File: config.mk
export PLATFORM = sky130hd
export DESIGN_NAME = bsc_exec
export DESIGN_NICKNAME = d
export VERILOG_FILES = /design/src/verilog/bsc_pkg.sv /design/src/verilog/bsc_exec.sv /design/src/verilog/bsc_phase.sv
export VERILOG_INCLUDE_DIRS = /design/src /design/src/verilog
export SDC_FILE = /design/constraint.sdc
export NUM_CORES = 1
export LEC_CHECK = 0
export CAP_MARGIN = 20
export CELL_PAD_IN_SITES_DETAIL_PLACEMENT = 1
export CELL_PAD_IN_SITES_GLOBAL_PLACEMENT = 1
export CORE_ASPECT_RATIO = 1.2
export CORE_MARGIN = 10
export CORE_UTILIZATION = 45
export CTS_BUF_LIST = sky130_fd_sc_hd__clkbuf_16
export DETAILED_ROUTE_END_ITERATION = 8
export DONT_BUFFER_PORTS = 1
export PLACE_DENSITY = 0.76
export SKIP_CTS_REPAIR_TIMING = 1
export SYNTH_ARGS = -nofsm -noshare
export SYNTH_HDL_FRONTEND = slang
export SYNTH_SLANG_ARGS = --single-unit
File: constraint.sdc
create_clock -name i_mclk -period 2.7 [get_ports i_mclk]
set_clock_uncertainty 0.15 [all_clocks]
set_input_delay 0.135 -clock i_mclk [delete_from_list [all_inputs] [get_ports i_mclk]]
set_output_delay 0.135 -clock i_mclk [all_outputs]
set_load 0.03 [all_outputs]
File: src/verilog/bsc_consts.svh
/*
 Constants for the bit-test-skip and call execution block: opcode patterns,
 field positions and widths. Assumes inclusion by bare name.
*/
`ifndef BSC_CONSTS_SVH
`define BSC_CONSTS_SVH

`define BSC_INSN_W        14
`define BSC_PC_W          13
`define BSC_FADDR_W       7
`define BSC_BIDX_W        3
`define BSC_IMM_W         11
`define BSC_BTSS_MASK     14'h3C00
`define BSC_BTSS_MATCH    14'h1C00
`define BSC_CALL_MASK     14'h3800
`define BSC_CALL_MATCH    14'h2000
`define BSC_BIDX_LSB      7
`define BSC_LATCH_HI      4
`define BSC_LATCH_LO      3
`define BSC_NOP_INSN      14'h0000
`define BSC_PC_RST        13'h0000
`define BSC_PC_STEP       13'h0001

`endif

File: src/verilog/bsc_pkg.sv
/*
 Types shared by the execution block and its phase generator.
 Assumes bsc_consts.svh is on the include path.
*/
`include "bsc_consts.svh"

package bsc_pkg;

	typedef enum logic [1:0] {
		BSC_Q1 = 2'h0,
		BSC_Q2 = 2'h1,
		BSC_Q3 = 2'h3,
		BSC_Q4 = 2'h2
	} bsc_phase_t;

	typedef enum logic [1:0] {
		BSC_EXEC  = 2'h0,
		BSC_FLUSH = 2'h1
	} bsc_state_t;

	typedef struct packed {
		logic                       en;
		logic [`BSC_FADDR_W-1:0]    addr;
	} bsc_rd_t;

	typedef struct packed {
		logic                       en;
		logic [`BSC_PC_W-1:0]       addr;
	} bsc_push_t;

endpackage

File: src/verilog/bsc_exec.sv
/*
 Execution of bit-test-skip-if-set and subroutine call over a four-phase
 instruction cycle. Assumes program memory presents the fetched word on
 i_insn by each Q4, the register file answers i_rd_data in the phase after
 a read request, and the return stack takes a push in the cycle it is asked.
*/
//
// Behaviour
// - Pattern 01 11bb bfff ffff is bit-test-skip-if-set; a clear bit lets the next instruction run and no flag changes.
// - A set bit discards the prefetched instruction, runs a no-operation instead, making the test two cycles long.
// - First cycle of the test decodes in Q1, reads in Q2, processes in Q3 and writes nothing in Q4.
// - The extra cycle of a taken skip does nothing in any quarter phase.
// - A call pushes the address after the call onto the return stack top and changes no flag.
// - A call loads its 11-bit immediate into program counter bits 10 to 0.
// - A call copies bits 4 and 3 of the upper latch register into program counter bits 12 and 11.
// - A call takes two cycles: process, write target and push, then a cycle of no-operation.
`timescale 1ns/1ps
`include "bsc_consts.svh"

module bsc_exec
	import bsc_pkg::*;
(
	// Clock and reset
	input  wire logic                     i_mclk,
	input  wire logic                     i_rst,
	// Program memory
	input  wire logic [`BSC_INSN_W-1:0]   i_insn,
	input  wire logic                     i_insn_vld,
	output logic [`BSC_PC_W-1:0]          o_fetch_addr,
	// Register file
	output bsc_rd_t                       o_rd,
	input  wire logic [7:0]               i_rd_data,
	input  wire logic [4:0]               i_pc_upper_latch,
	// Return stack
	output bsc_push_t                     o_push,
	// Status
	output logic                          o_skip_taken,
	output logic                          o_call_taken,
	output logic                          o_nop_cycle,
	output bsc_phase_t                    o_phase
);

	// Opcode decoders shared by every stage that looks at the instruction register
	function automatic logic is_btss(input logic [`BSC_INSN_W-1:0] w);
		is_btss = (w & `BSC_BTSS_MASK) == `BSC_BTSS_MATCH;
	endfunction

	function automatic logic is_call(input logic [`BSC_INSN_W-1:0] w);
		is_call = (w & `BSC_CALL_MASK) == `BSC_CALL_MATCH;
	endfunction

	// A taken skip or a call throws away the prefetched word
	function automatic logic is_redirect(input logic [`BSC_INSN_W-1:0] w, input logic b);
		is_redirect = (is_btss(w) && b) || is_call(w);
	endfunction

	bsc_phase_t                 phase;
	logic                       q4_end;
	bsc_state_t                 state_q;
	logic [`BSC_INSN_W-1:0]     ir_q;
	logic [`BSC_PC_W-1:0]       pc_q;
	logic                       bit_q;
	logic                       skip_q;
	logic                       call_q;
	logic                       nop_q;
	bsc_rd_t                    rd_q;
	bsc_push_t                  push_q;
	logic [`BSC_BIDX_W-1:0]     bidx;
	logic [`BSC_PC_W-1:0]       target;
	logic [`BSC_FADDR_W-1:0]    faddr;
	logic                       live;
	logic                       do_btss;
	logic                       do_call;
	logic                       redirect;

	bsc_phase u_phase (
		.i_mclk   (i_mclk),
		.i_rst    (i_rst),
		.o_phase  (phase),
		.o_q4_end (q4_end)
	);

	// Only the first cycle of an instruction acts; the flush cycle stays inert
	always_comb begin
		live     = (state_q == BSC_EXEC);
		do_btss  = live && is_btss(ir_q);
		do_call  = live && is_call(ir_q);
		redirect = live && is_redirect(ir_q, bit_q);
	end

	assign faddr  = ir_q[`BSC_FADDR_W-1:0];
	assign bidx   = ir_q[`BSC_BIDX_LSB +: `BSC_BIDX_W];
	assign target = {i_pc_upper_latch[`BSC_LATCH_HI:`BSC_LATCH_LO],
	                 ir_q[`BSC_IMM_W-1:0]};

	// Instruction register: prefetched word loads at Q4; flushed word becomes a no-op
	always_ff @(posedge i_mclk) begin
		if (i_rst) begin
			ir_q <= `BSC_NOP_INSN;
		end else if (q4_end) begin
			if (redirect) begin
				ir_q <= `BSC_NOP_INSN;
			end else if (i_insn_vld) begin
				ir_q <= i_insn;
			end else begin
				ir_q <= `BSC_NOP_INSN;
			end
		end
	end

	// Flush cycle sequencing
	always_ff @(posedge i_mclk) begin
		if (i_rst) begin
			state_q <= BSC_EXEC;
		end else if (q4_end) begin
			case (state_q)
				BSC_EXEC: begin
					if (redirect) begin
						state_q <= BSC_FLUSH;
					end
				end
				BSC_FLUSH: state_q <= BSC_EXEC;
				default: state_q <= BSC_EXEC;
			endcase
		end
	end

	// Register read request stands during Q2; no write port exists, so Q4 never writes
	always_ff @(posedge i_mclk) begin
		if (i_rst) begin
			rd_q.en   <= 1'h0;
			rd_q.addr <= '0;
		end else begin
			rd_q.en   <= (phase == BSC_Q1) && do_btss;
			rd_q.addr <= faddr;
		end
	end

	// Tested bit captured at the end of Q3 and dropped at the next Q1
	always_ff @(posedge i_mclk) begin
		if (i_rst) begin
			bit_q <= 1'h0;
		end else if (phase == BSC_Q3 && live) begin
			bit_q <= is_btss(ir_q) && i_rd_data[bidx];
		end else if (phase == BSC_Q1) begin
			bit_q <= 1'h0;
		end
	end

	// Return address push raised for Q4; the counter already names the next word
	always_ff @(posedge i_mclk) begin
		if (i_rst) begin
			push_q.en   <= 1'h0;
			push_q.addr <= `BSC_PC_RST;
		end else begin
			push_q.en <= (phase == BSC_Q3) && do_call;
			if ((phase == BSC_Q3) && do_call) begin
				push_q.addr <= pc_q;
			end
		end
	end

	// Program counter steps once per instruction cycle and jumps at a call's Q4
	always_ff @(posedge i_mclk) begin
		if (i_rst) begin
			pc_q <= `BSC_PC_RST;
		end else if (q4_end) begin
			if (do_call) begin
				pc_q <= target;
			end else begin
				pc_q <= pc_q + `BSC_PC_STEP;
			end
		end
	end

	// Status pulses, one clock after the Q4 that decides them
	always_ff @(posedge i_mclk) begin
		if (i_rst) begin
			skip_q <= 1'h0;
			call_q <= 1'h0;
		end else begin
			skip_q <= q4_end && do_btss && bit_q;
			call_q <= q4_end && do_call;
		end
	end

	// No-op indicator covers the whole flush cycle
	always_ff @(posedge i_mclk) begin
		if (i_rst) begin
			nop_q <= 1'h0;
		end else if (q4_end) begin
			nop_q <= redirect;
		end
	end

	bsc_phase_t phase_oq;
	always_ff @(posedge i_mclk) begin
		if (i_rst) begin
			phase_oq <= BSC_Q1;
		end else begin
			phase_oq <= phase;
		end
	end

	assign o_fetch_addr = pc_q;
	assign o_rd         = rd_q;
	assign o_push       = push_q;
	assign o_skip_taken = skip_q;
	assign o_call_taken = call_q;
	assign o_nop_cycle  = nop_q;
	assign o_phase      = phase_oq;

endmodule

File: src/verilog/bsc_phase.sv
/*
 Quarter-phase generator: a Q1..Q4 phase code and a one-cycle Q4 enable for each instruction
 cycle, advancing one phase per clock. Assumes a single clock domain.
*/
`timescale 1ns/1ps

module bsc_phase
	import bsc_pkg::*;
(
	// Clock and reset
	input  wire logic       i_mclk,
	input  wire logic       i_rst,
	// Phase outputs
	output bsc_phase_t      o_phase,
	output logic            o_q4_end
);

	bsc_phase_t phase_q;

	always_ff @(posedge i_mclk) begin
		if (i_rst) begin
			phase_q <= BSC_Q1;
		end else begin
			case (phase_q)
				BSC_Q1: phase_q <= BSC_Q2;
				BSC_Q2: phase_q <= BSC_Q3;
				BSC_Q3: phase_q <= BSC_Q4;
				BSC_Q4: phase_q <= BSC_Q1;
				default: phase_q <= BSC_Q1;
			endcase
		end
	end

	assign o_phase  = phase_q;
	assign o_q4_end = (phase_q == BSC_Q4);

endmodule

==> key figures <==
Finish
  – Final Util: 58.13%
  – Area growth syn-to-layout: 24.19%
  – Ant. Diodes: 0
  – Non-Filler Instances: 347
  – Design area: 2872 µm²
  – Layout cell share with drive strength beyond 1: 13.24%
  – Final net count: 315

STA
  – WHS: 0.01029 ns
  – Unrepaired setup endpoints after global routing: no
  – FMAX: 462.5 MHz
  – Setup WS post-layout: 0.5377 ns
  – Final setup fails: 0
  – Min Clock Period, post-route: 2.162 ns
  – Worst slew pin tran: 0.6434 ns
  – Setup TNS: 0 ns
  – Tcrit/Tclk final: 80.08%
  – Final Hold Viols: 0
  – Slew HR: 57.11%
  – Slew Limit Fails: 0

Placement
  – Dpl hpwl: 4591 µm
  – Inst Count DP: 316
  – Placed inst area: 2442 µm²
  – IO Port Bufs: 0
  – DP Worst Slack: 0.5128 ns
  – RePlAce Congestion: 0.8420

Floorplanning
  – IO Count: 70
  – FP Rows: 28
  – Initial Utilization: 46.81%
  – Die Wd: 85.44 µm
  – Core box area: 4940 µm²
  – Die footprint: 8417 µm²
  – Die height: 98.53 µm

Clock tree
  – Reg clk slew, reported paths: 0.05 ns
  – H-tree depth: 3
  – Inserted Clock Buffers: 9
  – Worst skew pair latency: 0.33 ns
  – CTS max path bufs: 2
  – CTS tree: yes
  – Root Buffer: clkbuf_16
  – CTS sink cnt: 58

Detailed routing
  – DRC viols: 0
  – Drt first pass iters: 4
  – Average wire per standard cell: 19.64 µm
  – Via density: 5.824
  – Detail Route Antenna Nets: 0
  – Initial DRC count: 111
  – Vias: 2,021
  – Post-Route WL: 6816 µm

Hold path
  – Hold WC Path Type: input pin to register

Synthesis
  – Ys async rst share: 0%
  – Synth cell types: 48
  – Synth top area share: 50.22%
  – Yosys warns: 0
  – Most numerous cell in the Yosys netlist: dfxtp_1
  – Post-Syn Area: 2312 µm²
  – Part of the Yosys area used for sequential elements: 50.22%
  – Synthesized instance count: 257
  – Top cells by count, synth: 58 x dfxtp_1, 44 x nand2_1, 27 x a21oi_1
  – Net Count, Synth: 288
  – Dominant synthesized flop cell: dfxtp_1
  – Synth area leader: dfxtp_1
  – Syn_area_per_cell: 8.997 µm²
  – Synth area leaders: dfxtp_1 50%, nand2_1 7.1%, a21oi_1 5.8%
  – Post-synth EDFFs: 0
  – #FFs+latches synth: 58

Worst setup path
  – Worst Path Required: 2.81 ns
  – Worst path cell trace: nand4_2, or4_1, or4_1, a31oi_1
  – WP data arrival: 2.27 ns
  – Most used cell, CP: or4_1
  – CP max stage cell: dfxtp_1
  – Critical Setup Path Class: register to register
  – Crit path max fanout: 6
  – CP startpoint kind: register
  – Slowest stage delay, CP: 0.60 ns
  – CP endpoint kind: register

Power and ir drop
  – Pwr dens: 679.4 nW/µm²
  – Worst vdd ir: 0.4237 mV
  – Power, Total: 1.951 mW
  – Lkg Pwr: 1.033 nW

Global routing
  – First-pass GRT wire length: 10,660 µm
  – GRT overflow: 0
  – Overall global routing resource usage: 15.58%
  – Largest net degree at the start of global routing: 45
  – Initial antenna violation count: 0
  – Number of global-route vias before repair: 2,076

Job
  – Max-cap violation count: 0

Outcome
  – Status: completed
routing by layer:
layer,routed length [µm],vias up,global-route usage (%)
met3,546,9,7.661
met5,0,-,0
li1,-,978,-
met4,90,0,5.330
met1,2854,975,18.41
met2,3325,59,23.90
placed cells by master, fill, tap and decap left out, types with 3 or more instances in the layout:
master | netlist | final
clkbuf_16 | 0 | 9
clkinv_2 | 0 | 4
or4_1 | 3 | 3
nor2_1 | 12 | 12
nor2b_1 | 11 | 11
buf_4 | 0 | 15
nand2_1 | 44 | 44
a21oi_1 | 27 | 27
nand3_1 | 5 | 5
dlygate4sd3_1 | 0 | 16
o32ai_1 | 3 | 3
nor3_1 | 9 | 9
dfxtp_1 | 58 | 58
a31oi_1 | 5 | 5
inv_1 | 5 | 5
o21ai_0 | 4 | 4
a22o_1 | 14 | 14
state kept, by name (all words and copies together) (netlist names):
signal	count
ir_q	14
o_push	14
o_fetch_addr	13
o_rd	8
o_phase	2
u_phase.o_phase	2
bit_q	1
o_call_taken	1
o_nop_cycle	1
o_skip_taken	1
state_q	1
worst max-delay path, delay by kind of cell, from the launching register on:
kind	cells	cell delay (ns)
AND/OR/NAND/NOR	3	1.18
flip-flops	1	0.60
AO/OA/AOI/OAI	1	0.16
final timing paths:
kind / depth (start not counted) / slack, ns / to / from
worst min-delay path: 3 / 0.01 / o_fetch_addr[12]$_SDFFE_PP0P_ / i_pc_upper_latch[4]
worst min register to register: 1 / 0.34 / o_rd[2]$_SDFF_PP0_ / ir_q[2]$_SDFFE_PP0P_
worst max-delay path: 4 / 0.54 / o_fetch_addr[12]$_SDFFE_PP0P_ / o_fetch_addr[8]$_SDFFE_PP0P_
worst max register to register: 4 / 0.54 / o_fetch_addr[12]$_SDFFE_PP0P_ / o_fetch_addr[8]$_SDFFE_PP0P_
logic make-up after synthesis:
family          after synthesis  synth area share, %
compound gates               70                20.83
fa+ha+maj                     1               0.5410
buf+inv                      21                3.680
flops                        58                50.22
mux                           3                1.894
simple gates                104                22.84
final cells by class:
type | instances | area [µm²]
clock buffers | 9 | 225.2
clock inverters | 5 | 23.77
fillers | 559 | 2068
inverters | 5 | 18.77
multi-input cells | 178 | 1075
flip-flops and latches | 58 | 1161
well taps | 60 | 75.07
repair buffers | 32 | 292.8
report_power, final:
group / leakage (nW) / switching [mW] / internal (mW)
combinational: 0.436 / 0.0522 / 0.0434
sequential: 0.469 / 0.0204 / 0.870
clock: 0.128 / 0.368 / 0.597
Power figures use the tool's default switching activity.
